--- src/smcr_pkg.sv ---
// Package with addresses, field layouts, reset values and codes of the synthesizer and modem configuration bank
package smcr_pkg;

	// ==========================================================
	// Register addresses
	localparam logic [5:0] ADDR_SYNTH_OFFSET  = 6'h0c;
	localparam logic [5:0] ADDR_CARRIER_HIGH  = 6'h0d;
	localparam logic [5:0] ADDR_CARRIER_MID   = 6'h0e;
	localparam logic [5:0] ADDR_CARRIER_LOW   = 6'h0f;
	localparam logic [5:0] ADDR_FILTER_BW     = 6'h10;
	localparam logic [5:0] ADDR_RATE_MANT     = 6'h11;
	localparam logic [5:0] ADDR_MODEM_FORMAT  = 6'h12;

	// ==========================================================
	// Reset values
	localparam logic [7:0] RST_SYNTH_OFFSET   = 8'h00;
	localparam logic [5:0] RST_CARRIER_HIGH   = 6'h1e;
	localparam logic [7:0] RST_CARRIER_MID    = 8'hc4;
	localparam logic [7:0] RST_CARRIER_LOW    = 8'hec;
	localparam logic [1:0] RST_BW_EXPONENT    = 2'h2;
	localparam logic [1:0] RST_BW_MANTISSA    = 2'h0;
	localparam logic [3:0] RST_RATE_EXPONENT  = 4'hc;
	localparam logic [7:0] RST_RATE_MANTISSA  = 8'h22;
	localparam logic       RST_DC_BLOCK_DIS   = 1'b0;
	localparam logic [2:0] RST_MODULATION     = 3'h0;

	// ==========================================================
	// Field positions
	localparam int CARRIER_HIGH_W  = 6;     // Bits 7:6 of the high byte are read-only zero
	localparam int BW_EXP_LSB      = 6;
	localparam int BW_MANT_LSB     = 4;
	localparam int RATE_EXP_LSB    = 0;
	localparam int DC_BLOCK_BIT    = 7;
	localparam int MOD_SEL_LSB     = 4;

	// ==========================================================
	// Arithmetic constants
	localparam int          OFFSET_SHIFT    = 2;      // 2^16 / 2^14 carrier steps per offset step
	localparam logic [2:0]  BW_BASE         = 3'h4;   // Added to the bandwidth mantissa
	localparam int          BW_SCALE_SHIFT  = 3;      // Multiply by 8
	localparam logic        RATE_HIDDEN_BIT = 1'b1;   // Ninth mantissa bit

	// ==========================================================
	// Modulation codes
	typedef enum logic [2:0] {
		SMCR_MOD_2FSK = 3'b000,
		SMCR_MOD_GFSK = 3'b001,
		SMCR_MOD_OOK  = 3'b011,
		SMCR_MOD_MSK  = 3'b111
	} smcr_mod_e;

endpackage : smcr_pkg

--- src/smcr_synth_sum.sv ---
// Adder that folds the signed offset into the carrier word for the synthesizer
`timescale 1ns/100ps
module smcr_synth_sum (
	// Clock and reset
	input  wire logic        core_clk,
	input  wire logic        reset,
	// Operands
	input  wire logic [23:0] carrier_word,
	input  wire logic [7:0]  synth_offset,
	// Result
	output logic      [23:0] synth_word
);

	// ==========================================================
	// Offset scaling
	// One offset step is four carrier steps, so sign-extend and shift
	logic [23:0] offset_ext;
	assign offset_ext = 24'({{16{synth_offset[7]}}, synth_offset} << smcr_pkg::OFFSET_SHIFT);

	// Registered sum; wraps modulo 2^24 like the synthesizer word itself
	always_ff @(posedge core_clk) begin
		if (reset) begin
			synth_word <= 24'h000000;
		end else begin
			synth_word <= carrier_word + offset_ext;  // [RULE_01]
		end
	end
endmodule : smcr_synth_sum

--- src/smcr_config_regs.sv ---
// Synthesizer and modem configuration register bank with derived control values
`timescale 1ns/100ps

// Functional notes
// RULE_01 - Signed 8-bit offset is added to the carrier word, step xtal/2^14.
// RULE_02 - Carrier word is high, middle and low bytes; step is xtal/2^16.
// RULE_03 - Carrier word bits 23:22 are read-only and always read zero.
// RULE_04 - Decimation ratio is 8 times (4 plus mantissa) times 2^exponent.
// RULE_05 - Symbol rate uses hidden ninth mantissa bit and a 4-bit exponent.
// RULE_06 - Format bit 7 set bypasses DC blocking; host uses it up to 250 kBaud.
// RULE_07 - Host rewrites the IF setting after disabling DC blocking.
// RULE_08 - Modulation select is format bits 6:4, reset to zero.
// RULE_09 - Codes 000 2-FSK, 001 GFSK, 011 OOK, 111 MSK; others unused.
// RULE_10 - Reset loads defaults; fields hold the last write until next write.
module smcr_config_regs (
	// Clock and reset
	input  wire logic        core_clk,
	input  wire logic        reset,
	// Register access
	input  wire logic        reg_wr_en,
	input  wire logic        reg_rd_en,
	input  wire logic [5:0]  reg_addr,
	input  wire logic [7:0]  reg_wdata,
	output logic      [7:0]  reg_rdata,
	output logic             reg_rvalid,
	// Synthesizer controls
	output logic      [23:0] carrier_word,
	output logic      [7:0]  synth_offset,
	output logic      [23:0] synth_word,
	// Channel filter controls
	output logic      [1:0]  bw_exponent,
	output logic      [1:0]  bw_mantissa,
	output logic      [8:0]  decim_ratio,
	// Symbol rate controls
	output logic      [3:0]  rate_exponent,
	output logic      [7:0]  rate_mantissa,
	output logic      [23:0] rate_increment,
	// Demodulator controls
	output logic             dc_block_disable,
	output logic      [2:0]  modulation_select,
	output logic             mod_is_2fsk,
	output logic             mod_is_gfsk,
	output logic             mod_is_ook,
	output logic             mod_is_msk,
	output logic             mod_unused
);

	// ==========================================================
	// Storage
	logic [7:0] synth_offset_r;
	logic [5:0] carrier_high_r;
	logic [7:0] carrier_mid_r;
	logic [7:0] carrier_low_r;
	logic [1:0] bw_exponent_r;
	logic [1:0] bw_mantissa_r;
	logic [3:0] rate_exponent_r;
	logic [7:0] rate_mantissa_r;
	logic       dc_block_disable_r;
	logic [2:0] modulation_r;
	logic [7:0] rdata_nxt;

	// Write strobe for one address
	function automatic logic hit(input logic en, input logic [5:0] a, input logic [5:0] target);
		hit = en && (a == target);
	endfunction : hit

	// Modulation decode into the one-hot flags
	function automatic logic [4:0] mod_decode(input logic [2:0] code);
		case (code)
			smcr_pkg::SMCR_MOD_2FSK: mod_decode = 5'h01;
			smcr_pkg::SMCR_MOD_GFSK: mod_decode = 5'h02;
			smcr_pkg::SMCR_MOD_OOK:  mod_decode = 5'h04;
			smcr_pkg::SMCR_MOD_MSK:  mod_decode = 5'h08;
			default:                 mod_decode = 5'h10;
		endcase
	endfunction : mod_decode

	// ==========================================================
	// Synthesizer registers
	// Only the six writable bits of the high byte are stored at all
	always_ff @(posedge core_clk) begin
		if (reset) begin
			synth_offset_r <= smcr_pkg::RST_SYNTH_OFFSET;  // [RULE_10]
			carrier_high_r <= smcr_pkg::RST_CARRIER_HIGH;
			carrier_mid_r  <= smcr_pkg::RST_CARRIER_MID;
			carrier_low_r  <= smcr_pkg::RST_CARRIER_LOW;
		end else begin
			if (hit(reg_wr_en, reg_addr, smcr_pkg::ADDR_SYNTH_OFFSET)) begin
				synth_offset_r <= reg_wdata;
			end
			if (hit(reg_wr_en, reg_addr, smcr_pkg::ADDR_CARRIER_HIGH)) begin
				carrier_high_r <= reg_wdata[smcr_pkg::CARRIER_HIGH_W-1:0];  // [RULE_03]
			end
			if (hit(reg_wr_en, reg_addr, smcr_pkg::ADDR_CARRIER_MID)) begin
				carrier_mid_r <= reg_wdata;
			end
			if (hit(reg_wr_en, reg_addr, smcr_pkg::ADDR_CARRIER_LOW)) begin
				carrier_low_r <= reg_wdata;
			end
		end
	end

	// ==========================================================
	// Modem registers
	always_ff @(posedge core_clk) begin
		if (reset) begin
			bw_exponent_r      <= smcr_pkg::RST_BW_EXPONENT;  // [RULE_10]
			bw_mantissa_r      <= smcr_pkg::RST_BW_MANTISSA;
			rate_exponent_r    <= smcr_pkg::RST_RATE_EXPONENT;
			rate_mantissa_r    <= smcr_pkg::RST_RATE_MANTISSA;
			dc_block_disable_r <= smcr_pkg::RST_DC_BLOCK_DIS;
			modulation_r       <= smcr_pkg::RST_MODULATION;  // [RULE_08]
		end else begin
			if (hit(reg_wr_en, reg_addr, smcr_pkg::ADDR_FILTER_BW)) begin
				bw_exponent_r   <= reg_wdata[smcr_pkg::BW_EXP_LSB +: 2];
				bw_mantissa_r   <= reg_wdata[smcr_pkg::BW_MANT_LSB +: 2];
				rate_exponent_r <= reg_wdata[smcr_pkg::RATE_EXP_LSB +: 4];
			end
			if (hit(reg_wr_en, reg_addr, smcr_pkg::ADDR_RATE_MANT)) begin
				rate_mantissa_r <= reg_wdata;
			end
			if (hit(reg_wr_en, reg_addr, smcr_pkg::ADDR_MODEM_FORMAT)) begin
				dc_block_disable_r <= reg_wdata[smcr_pkg::DC_BLOCK_BIT];  // [RULE_06]
				modulation_r       <= reg_wdata[smcr_pkg::MOD_SEL_LSB +: 3];  // [RULE_08]
			end
		end
	end

	// ==========================================================
	// Read path
	// Unmapped addresses and unstored bits read as zero
	always_comb begin
		case (reg_addr)
			smcr_pkg::ADDR_SYNTH_OFFSET: rdata_nxt = synth_offset_r;
			smcr_pkg::ADDR_CARRIER_HIGH: rdata_nxt = {2'b00, carrier_high_r};  // [RULE_03]
			smcr_pkg::ADDR_CARRIER_MID:  rdata_nxt = carrier_mid_r;
			smcr_pkg::ADDR_CARRIER_LOW:  rdata_nxt = carrier_low_r;
			smcr_pkg::ADDR_FILTER_BW:    rdata_nxt = {bw_exponent_r, bw_mantissa_r, rate_exponent_r};
			smcr_pkg::ADDR_RATE_MANT:    rdata_nxt = rate_mantissa_r;
			smcr_pkg::ADDR_MODEM_FORMAT: rdata_nxt = {dc_block_disable_r, modulation_r, 4'h0};
			default:                     rdata_nxt = 8'h00;
		endcase
	end

	// Read data registered, valid one cycle after the strobe
	always_ff @(posedge core_clk) begin
		if (reset) begin
			reg_rdata  <= 8'h00;
			reg_rvalid <= 1'b0;
		end else begin
			reg_rvalid <= reg_rd_en;
			if (reg_rd_en) begin
				reg_rdata <= rdata_nxt;
			end
		end
	end

	// ==========================================================
	// Derived controls
	assign carrier_word      = {2'b00, carrier_high_r, carrier_mid_r, carrier_low_r};  // [RULE_02]
	assign synth_offset      = synth_offset_r;
	assign bw_exponent       = bw_exponent_r;
	assign bw_mantissa       = bw_mantissa_r;
	assign rate_exponent     = rate_exponent_r;
	assign rate_mantissa     = rate_mantissa_r;
	assign dc_block_disable  = dc_block_disable_r;  // [RULE_06]
	assign modulation_select = modulation_r;

	// Ratio and rate increment are registered so their wide logic is off the output path
	always_ff @(posedge core_clk) begin
		if (reset) begin
			decim_ratio    <= 9'h000;
			rate_increment <= 24'h000000;
		end else begin
			decim_ratio <= 9'(({6'h00, smcr_pkg::BW_BASE} + {7'h00, bw_mantissa_r})
				<< (smcr_pkg::BW_SCALE_SHIFT + int'(bw_exponent_r)));  // [RULE_04]
			rate_increment <= 24'({15'h0000, smcr_pkg::RATE_HIDDEN_BIT, rate_mantissa_r}
				<< rate_exponent_r);  // [RULE_05]
		end
	end

	// Modulation flags; unused codes raise mod_unused and nothing else
	always_ff @(posedge core_clk) begin
		if (reset) begin
			{mod_unused, mod_is_msk, mod_is_ook, mod_is_gfsk, mod_is_2fsk} <= 5'h01;
		end else begin
			{mod_unused, mod_is_msk, mod_is_ook, mod_is_gfsk, mod_is_2fsk} <= mod_decode(modulation_r);  // [RULE_09]
		end
	end

	// Offset adder for the synthesizer [RULE_01]
	smcr_synth_sum u_synth_sum (
		.core_clk     (core_clk),
		.reset        (reset),
		.carrier_word (carrier_word),
		.synth_offset (synth_offset_r),
		.synth_word   (synth_word)
	);
endmodule : smcr_config_regs

--- config.mk ---
export PLATFORM = sky130hd
export DESIGN_NAME = smcr_config_regs
export DESIGN_NICKNAME = d
export VERILOG_FILES = /design/src/smcr_pkg.sv /design/src/smcr_synth_sum.sv /design/src/smcr_config_regs.sv
export SDC_FILE = /design/constraint.sdc
export NUM_CORES = 1
export LEC_CHECK = 0
export BUFFER_PORTS_ARGS = -buffer_cell sky130_fd_sc_hd__buf_2
export CORE_MARGIN = 2
export CORE_UTILIZATION = 28
export CTS_BUF_LIST = sky130_fd_sc_hd__clkbuf_8
export CTS_CLUSTER_SIZE = 20
export DETAILED_ROUTE_END_ITERATION = 12
export GPL_ROUTABILITY_DRIVEN = 1
export SLEW_MARGIN = 20
export SYNTH_ARGS = -nofsm -noshare
export SYNTH_HDL_FRONTEND = slang
export SYNTH_SLANG_ARGS = --single-unit
--- constraint.sdc ---
create_clock -name core_clk -period 6.7 [get_ports core_clk]
set_clock_uncertainty 0.05 [all_clocks]
set_input_delay 1.34 -clock core_clk [delete_from_list [all_inputs] [get_ports core_clk]]
set_output_delay 1.34 -clock core_clk [all_outputs]
set_load 0.05 [all_outputs]
## Word-level counts from Yosys, hierarchy flattened

Cells that the tools add are included.

| operators by class | value |
|---|---|
| shifts and indexed selects | 2 |
| equal/unequal tests | 10 |
| reductions and logical operators | 8 |
| multiplexer cells | 2 |
| add/subtract/negate cells | 3 |

Operators with widths:

| kind | number |
|---|---|
| one-hot mux 8 bit (7 select lines) | 1 |
| adder 23 x 10 -> 24 bit | 1 |
| == test 6 x 4 -> 1 bit, second input constant | 4 |
| << shifter 9 x 4 -> 24 bit | 1 |
| one-hot mux 5 bit (4 select lines) | 1 |
| == test 6 x 5 -> 1 bit, second input constant | 3 |
| << shifter 4 x 3 -> 9 bit | 1 |
| logical AND 1 bit | 7 |
| adder 3 x 2 -> 4 bit, first input constant | 1 |
| adder 2 x 2 -> 3 bit, first input constant | 1 |
| == test 3 x 1 -> 1 bit, second input constant | 1 |
| == test 3 x 2 -> 1 bit, second input constant | 1 |
| == test 3 bit, second input constant | 1 |
| zero test 3 bit | 1 |

| storage, ports and cells | value |
|---|---|
| input port bits | 18 |
| logic and storage cells | 45 |
| flip-flop bits (word level) | 121 |

## Depth between registers and ports, before layout

Gate-level depths: netlist (run 1).

| logic depth | value |
|---|---|
| depth in word-level cells | 2 |
| gate-level depth with buffers | 9 |
| depth with buffers taken out | 9 |

## By module

Synthesis (run 1) repeated with hierarchy kept, for this count alone.

| second synthesis, totals | value |
|---|---|
| cells, all modules | 650 |
| area total of the unflattened synthesis | 5889.4 um^2 |

By module, submodules not included:

| module | cells each | area an instance (um^2) | times used | seq. area each (um^2) |
|---|---|---|---|---|
| smcr_config_regs | 437 | 4156.5 | 1 | 1941.9 |
| smcr_synth_sum | 213 | 1732.9 | 1 | 480.5 |

## Least setup slack after synthesis (run 1)

No wires, ideal clock.

| timing path | value |
|---|---|
| path kind | reg2reg |
| start point | register synth_offset_r[7] (netlist: synth_offset[7]) |
| end point | register u_synth_sum.synth_word[21] |
| clock period less this slack | 2.812 ns |
| data required time | 6.516 ns |
| buffers on the path | 0 |
| setup slack | 3.888 ns |
| setup time | 0.134 ns |
| data arrival time | 2.627 ns |
| stages on the path, launching flop included | 8 |
| cell sequence | dfxtp_1 ha_1 a211oi_2 nor2_1 or3b_1 a21boi_2 nor2_1 or4_1 |

| on the way | value |
|---|---|
| cells in the longest elaborated chain, start to end | 1 |

RTL lines:

| what | RTL line | RTL |
|---|---|---|
| start, declared | smcr_config_regs.sv:50 | `logic [7:0] synth_offset_r;` |
| start signal, assigned | smcr_config_regs.sv:83 | `synth_offset_r <= smcr_pkg::RST_SYNTH_OFFSET;` |
| start signal, assigned | smcr_config_regs.sv:89 | `synth_offset_r <= reg_wdata;` |
| adder 23 x 10 -> 24 bit | smcr_synth_sum.sv:25 | `synth_word <= carrier_word + offset_ext;` |
| end signal, assigned | smcr_synth_sum.sv:25 |  |
| end, declared | smcr_synth_sum.sv:11 | `output logic [23:0] synth_word` |

Every way passes these cells.
A chain may end at the register's enable or synchronous reset.

## Final worst setup path (run 1)

| timing path | value |
|---|---|
| start point | register rate_exponent_r[1] (netlist: rate_exponent[1]) |
| end point | output rate_exponent[1] |

RTL lines:

| what | RTL line | RTL |
|---|---|---|
| start, declared | smcr_config_regs.sv:56 | `logic [3:0] rate_exponent_r;` |
| start signal, assigned | smcr_config_regs.sv:109 | `rate_exponent_r <= smcr_pkg::RST_RATE_EXPONENT;` |
| start signal, assigned | smcr_config_regs.sv:117 | `rate_exponent_r <= reg_wdata[smcr_pkg::RATE_EXP_LSB +: 4];` |
| end, declared | smcr_config_regs.sv:35 | `output logic [3:0] rate_exponent,` |

No word-level cell between the ends.

==> results by group, run 1 <==
Final layout
  – Antenna cell count: 0
  – Share of layout cells above drive strength 1: 25.9%
  – Nets: 823
  – Core Util, Final: 35.3%
  – Area delta synth->final: 22.6%

Timing
  – Worst-Margin Slew: 0.881 ns
  – Setup TNS: 0 ns
  – Final Max Slew Viols: 0
  – Fmax: between 0.3 and 0.4 GHz
  – Final WS setup: 3.57 ns
  – Max-slew headroom: between 40% and 50%
  – Final hold violation count: 0
  – Final Critical Period: 3.13 ns
  – Setup Viol. Count Final: 0
  – Final period util: 46.8%
  – RSZ-0062 raised after global routing: false

Synth
  – Synthesized area: between 0.005 and 0.006 mm^2
  – Count of flip-flops with a built-in enable after synthesis: 0
  – Avg Cell Area, Syn: 8.94 um^2
  – Synth Flop Type: dfxtp_1
  – Ys Warns: 0
  – Yosys reg bits: ~120
  – Register area share after synthesis: between 40% and 50%
  – Mapped Cells: approximately 660
  – Distinct cells, synth: 63
  – Async set-reset flop share out of synthesis: 0%

Power and ir drop
  – Clk pwr share: about 45%
  – Internal Power: roughly 0.0012 W
  – Comb pwr share: under 10%
  – PD cells: around 220 mW/mm^2
  – NetSw: 0.000393 W
  – Sequential fraction of design power: between 40% and 50%
  – Lkg Pwr: around 3.1 nW
  – Switching Fraction: 25.4%
  – Power, Total: between 0.0015 and 0.002 W
  – Max VDD drop: 0.104 mV

CTS
  – Htree depth: 4
  – Longest Clk Path Bufs: 2
  – Clock latency on the worst-skew pair: 0.44 ns
  – Worst-path clk slew: roughly 0.080 ns
  – Hold buffer count at CTS: 0
  – CTS sink count: 121
  – Post-CTS Setup Bufs: 0
  – CTS Root Cell: clkbuf_8
  – Num CTS Buffers: 17
  – CTS tree: done
  – CTS-repair resized insts: 0

GRT
  – GRT Total Usage: 16.3%
  – Initial antenna violation count: 1
  – Largest net degree at the start of global routing: 85
  – Grt ovf: 0
  – First-pass GRT wire length: 27,600 um
  – Vias in the first global route: just under 5,000

Setup path
  – Crit path launch type: flip-flop
  – Crit Path Class: flip-flop to output pin
  – R2r endpoint: u_synth_sum.synth_word[21]
  – R2r startpoint: synth_offset[7]
  – WP depth: 1
  – Critical Path AT: ~1.7 ns
  – CP max stage cell: dfxtp_1
  – Setup crit end kind: output pin
  – Max stage delay on crit path: approximately 0.9 ns
  – CP cell instances: buf_2
  – Bufs and invs on worst path: 1
  – Req. time, crit path: 5.31 ns
  – Path depth of the worst reg2reg path: 7
  – Crit path max-delay family: flip-flops
  – R2R Setup Slk: approximately 3.8 ns
  – CP max FO: 22

Route
  – DRT Pass-1 Iters: 5
  – WL/cell: 16.6 um
  – Routed Antenna Nets: 0
  – Final WL: between 15,000 and 20,000 um
  – Vias/cell: between 4 and 5
  – Via count: about 5,000
  – Drt drc: 0
  – First-iteration detailed-routing DRC count: 279

Floorplan
  – Die Span Y: 149 um
  – Ports: between 100 and 150
  – Die ar.: about 0.022 mm^2
  – Core ar.: between 0.02 and 0.025 mm^2
  – Die Wd: 149 um
  – Row Count: 52
  – Starting Density: ~29%

Min path
  – Worst Hold Path EP: reg_rdata[5]
  – Class of the worst hold path: flip-flop to flip-flop
  – WHS Path Cells: 2
  – Hold Path Origin: reg_rdata[5]

Placement
  – IO Port Bufs: between 100 and 150
  – Final GP Congestion: approximately 0.84
  – Pre-CTS setup slack: 3.41 ns
  – Hpwl dp: about 13,000 um

Flow run
  – Max Cap Viol: 0

Run status
  – Status: completed
[worst reg2reg max path: stages, from the launching register on]
cell and delay, ns:
dfxtp_1 0.89, ha_1 0.45, a211oi_2 0.21, nor2_1 0.10
or3b_1 0.37, a21boi_2 0.17, nor2_1 0.06, or4_1 0.52
[logic make-up (layout without fill, tap and decap cells)]
| group | after synthesis | count (layout) | share of synthesized area (%) |
|---|---|---|---|
| and+or+nand+nor | 253 | 253 | 21.9 |
| AOI/OAI and AO/OA | 138 | 138 | 15.0 |
| DFF | 121 | 121 | 41.4 |
| muxes | 61 | 61 | 11.8 |
| buffers and inverters | 50 | 188 | 3.61 |
| adders and majority gates | 23 | 23 | 5.04 |
| xor gates and xnor gates | 8 | 8 | 1.20 |
| other | 1 | 2 | 0.0640 |
[sequential cells by signal (all words and copies together) (netlist names)]
signal and cells:
u_synth_sum.synth_word 24, dc_block_disable 1, bw_mantissa 2, rate_mantissa 8, mod_is_ook 1, reg_rvalid 1
synth_offset 8, bw_exponent 2, reg_rdata 8, mod_is_msk 1, mod_is_gfsk 1, mod_unused 1
modulation_select 3, rate_exponent 4, mod_is_2fsk 1, carrier_mid_r 8, decim_ratio 9, carrier_high_r 6
carrier_low_r 8, rate_increment 24
[routing by layer]
layer / global-route usage (%) / wire (um) / up-vias
li1: - / - / 2548
met1: 21.3 / 8100 / 2431
met2: 26.7 / 8410 / 124
met3: 4.57 / 983 / 20
met4: 4.10 / 173 / 2
met5: 0 / 13 / -
[power groups by stage]
stage	logic, W	registers, W	clock network, W
final	0.000111	0.000733	0.000701
after global routing	0.000119	0.000734	0.000751
after CTS	0.000112	0.000733	0.000724
after detailed placement	0.000112	0.000749	0
after global placement	0.000112	0.000749	0
after floorplan	0.0000477	0.000780	0
[cells in the mapped netlist, drive strengths merged (5+ instances only)]
library cell	count	area, um^2
nand2	45	169
and3	5	33.8
o21a	5	37.5
mux2i	43	430
nor2	106	408
o21ai	20	100
nor3b	6	56.3
a211oi	5	42.5
inv	17	63.8
a211o	15	131
buf	13	72.6
ha	22	275
nand2b	10	62.6
clkbuf	20	75.1
nor3	15	97.6
a21oi	58	294
nand3	5	25.0
nor2b	35	219
a21o	8	61.3
mux4	5	113
mux2	13	146
dfxtp	121	2420
[placed cells by master, fill, tap and decap left out, drive strengths merged, types with 5 or more instances in the layout]
master    n
buf     140
dfxtp   121
nor2    106
a21oi    58
nand2    45
mux2i    43
nor2b    35
ha       22
o21ai    20
clkbuf   20
inv      19
a211o    15
nor3     15
mux2     13
nand2b   10
a21o      8
nor3b     6
o21a      5
nand3     5
mux4      5
a211oi    5
and3      5
clkinv    5
[worst max path at each step]
stage	slack, ns	end	from
floorplan	3.89	u_synth_sum.synth_word[21]	synth_offset[7]
global placement	3.46	carrier_low_r[5]	reg_addr[3]
detailed placement	3.41	carrier_low_r[7]	reg_addr[3]
CTS	3.52	rate_exponent[1]	rate_exponent[1]
global route	3.44	rate_exponent[1]	rate_exponent[1]
finish	3.57	rate_exponent[1]	rate_exponent[1]
[final cells by class]
cell class,instances,area [um^2]
fillers,2142,13200
multi-input cells,485,3230
flip-flops and latches,121,2420
repair buffers,140,708
well taps,270,338
clock buffers,20,275
clock inverters,11,146
inverters,17,63.8
[stage by stage]
step / instance area, um^2 / hold slack (ns) / std cells
global route: 7180 / 0.439 / 1064
global placement: 6760 / 0.406 / 1033
finish: 7180 / 0.431 / 1064
CTS: 7180 / 0.431 / 1064
floorplan: 5860 / 0.640 / 656
detailed placement: 6760 / 0.417 / 1033
No activity file was read; power rests on OpenSTA's default activity.
==> inputs of run 2 (changes only) <==
clock period = 3.25 ns   (was 6.7 ns; I/O delays follow)
==> run 2 against run 1 <==
Effect of this change: die area stayed put; combinational power is 110% higher; critical path depth is 6 higher; total power is 100% higher; count of clock-buffer cells in the layout is 3 lower; register-to-register slack worse by 3.3 ns; via count is 2.0% higher; clock power is 100% higher; first-iteration DRC count is 37% higher; non-clock buffer count is 4 higher; sequential power is 110% higher; largest cell class unchanged; largest power group unchanged; highest routed layer unchanged.
==> results by group, run 2 (synthesized netlist as in run 1, its figures left out) <==
Floorplan
  – Die ar.: around 0.022 mm^2
  – Starting Density: 28.8%
  – Core ar.: between 0.02 and 0.025 mm^2
  – Die Span Y: between 100 and 150 um
  – Row Count: 52
  – Die Wd: roughly 150 um
  – Ports: roughly 140

Route
  – Via count: 5,225
  – Final WL: between 15,000 and 20,000 um
  – First-iteration detailed-routing DRC count: 381
  – DRT Pass-1 Iters: 5
  – Drt drc: 0
  – Routed Antenna Nets: 0
  – Vias/cell: just under 5
  – WL/cell: roughly 17 um

Power and ir drop
  – NetSw: slightly above 0.0008 W
  – Comb pwr share: 7.4%
  – Clk pwr share: about 45%
  – Lkg Pwr: between 3 and 4 nW
  – PD cells: 436 mW/mm^2
  – Sequential fraction of design power: 48.1%
  – Max VDD drop: ~0.23 mV
  – Switching Fraction: around a quarter
  – Internal Power: approximately 0.0023 W

CTS
  – CTS sink count: 121
  – CTS Root Cell: clkbuf_8
  – Num CTS Buffers: 17
  – Clock latency on the worst-skew pair: about 0.45 ns
  – CTS-repair resized insts: 0
  – Post-CTS Setup Bufs: 0
  – Hold buffer count at CTS: 0
  – Longest Clk Path Bufs: 2
  – CTS tree: done
  – Worst-path clk slew: 0.08 ns
  – Htree depth: 4

Final layout
  – Most frequent cells in the layout: buf_2 (137), dfxtp_1 (121), nor2_1 (104), a21oi_1 (57), nand2_1 (45)
  – Share of layout cells above drive strength 1: between 20% and 30%
  – Area delta synth->final: 22.9%
  – Commonest non-fill, non-tap cell in the layout: buf_2
  – Antenna cell count: 0
  – Multi-input logic area: about 0.0032 mm^2
  – Number of fill cells: roughly 2,200
  – Nets: around 830
  – Biggest regs: rate_increment (24), u_synth_sum.synth_word (24), decim_ratio (9)
  – Sequential standard cell area: around 0.0024 mm^2

GRT
  – Initial antenna violation count: 1
  – Largest net degree at the start of global routing: 63
  – Grt ovf: 0
  – Vias in the first global route: 4,975
  – First-pass GRT wire length: roughly 28,000 um
  – GRT Total Usage: ~17%

Timing
  – Final Critical Period: between 2 and 3 ns
  – Final hold violation count: 0
  – RSZ-0062 raised after global routing: false
  – Setup Viol. Count Final: 0
  – Fmax: between 0.3 and 0.4 GHz
  – Setup TNS: 0 ns
  – Final WS setup: roughly 0.48 ns
  – Final period util: a little under nine tenths
  – Worst-Margin Slew: ~0.85 ns
  – Final Max Slew Viols: 0
  – Max-slew headroom: between 40 and 50%

Placement
  – Hpwl dp: around 13,000 um
  – Final GP Congestion: 0.839
  – IO Port Bufs: around 140
  – Pre-CTS setup slack: about 0.48 ns

Min path
  – WHS Path Cells: 2
  – Class of the worst hold path: flip-flop to flip-flop

Setup path
  – Crit Path Class: flip-flop to flip-flop
  – Critical Path AT: between 3 and 4 ns
  – Crit path launch type: flip-flop
  – Req. time, crit path: ~3.5 ns
  – CP max FO: 19
  – Setup crit end kind: flip-flop
  – Path depth of the worst reg2reg path: 7

Flow run
  – Max Cap Viol: 0

Run status
  – Status: completed
run 2: path summary, 6_finish.rpt:
check                               endpoint       startpoint  slack, ns
setup / recovery  u_synth_sum.synth_word[21]  synth_offset[7]       0.48
hold reg to reg                 reg_rdata[5]     reg_rdata[5]       0.44
setup reg to reg  u_synth_sum.synth_word[21]  synth_offset[7]       0.48
hold / removal                  reg_rdata[5]     reg_rdata[5]       0.44
run 2: area by class of cell:
cell class / instances / share of cell area (%)
inverters: 17 / 0.887
clock inverters: 15 / 2.24
flip-flops and latches: 121 / 33.7
multi-input cells: 485 / 44.8
well taps: 270 / 4.69
clock buffers: 17 / 3.25
repair buffers: 144 / 10.4
run 2: metrics by stage:
step | hold WS [ns] | cell area [um^2] | instances | utilization, % | total power, W
after floorplan | 0.640 | 5860 | 656 | - | 0.00171
after CTS | 0.439 | 7200 | 1069 | 35.3 | 0.00318
after global placement | 0.417 | 6800 | 1037 | 33.4 | 0.00178
final | 0.435 | 7200 | 1069 | 35.3 | 0.00314
after detailed placement | 0.429 | 6800 | 1037 | 33.4 | 0.00178
after global routing | 0.458 | 7200 | 1069 | 35.3 | 0.00326
run 2: critical path, cell delays in order, from the launching register on:
cell	delay [ns]
dfxtp_1	0.79
ha_1	0.43
a211oi_2	0.20
nor2_1	0.09
or3b_1	0.37
a21boi_2	0.16
nor2_1	0.06
or4_1	0.50
run 2: power groups by stage:
stage / registers [W] / logic (W) / clock network [W]
3_5_place_dp: 0.00154 / 0.000234 / 0
6_report: 0.00151 / 0.000234 / 0.00140
3_3_place_gp: 0.00154 / 0.000234 / 0
4_1_cts: 0.00151 / 0.000235 / 0.00144
5_1_grt: 0.00151 / 0.000251 / 0.00150
2_1_floorplan: 0.00161 / 0.0000984 / 0
run 2: metal layers:
layer	vias to the layer above	track usage, %	share of wire [%]
met5	-	0	0.072
met4	2	5.38	1.8
met3	26	4.29	5.8
met2	155	26.5	47
met1	2475	22.3	46
li1	2567	-	-
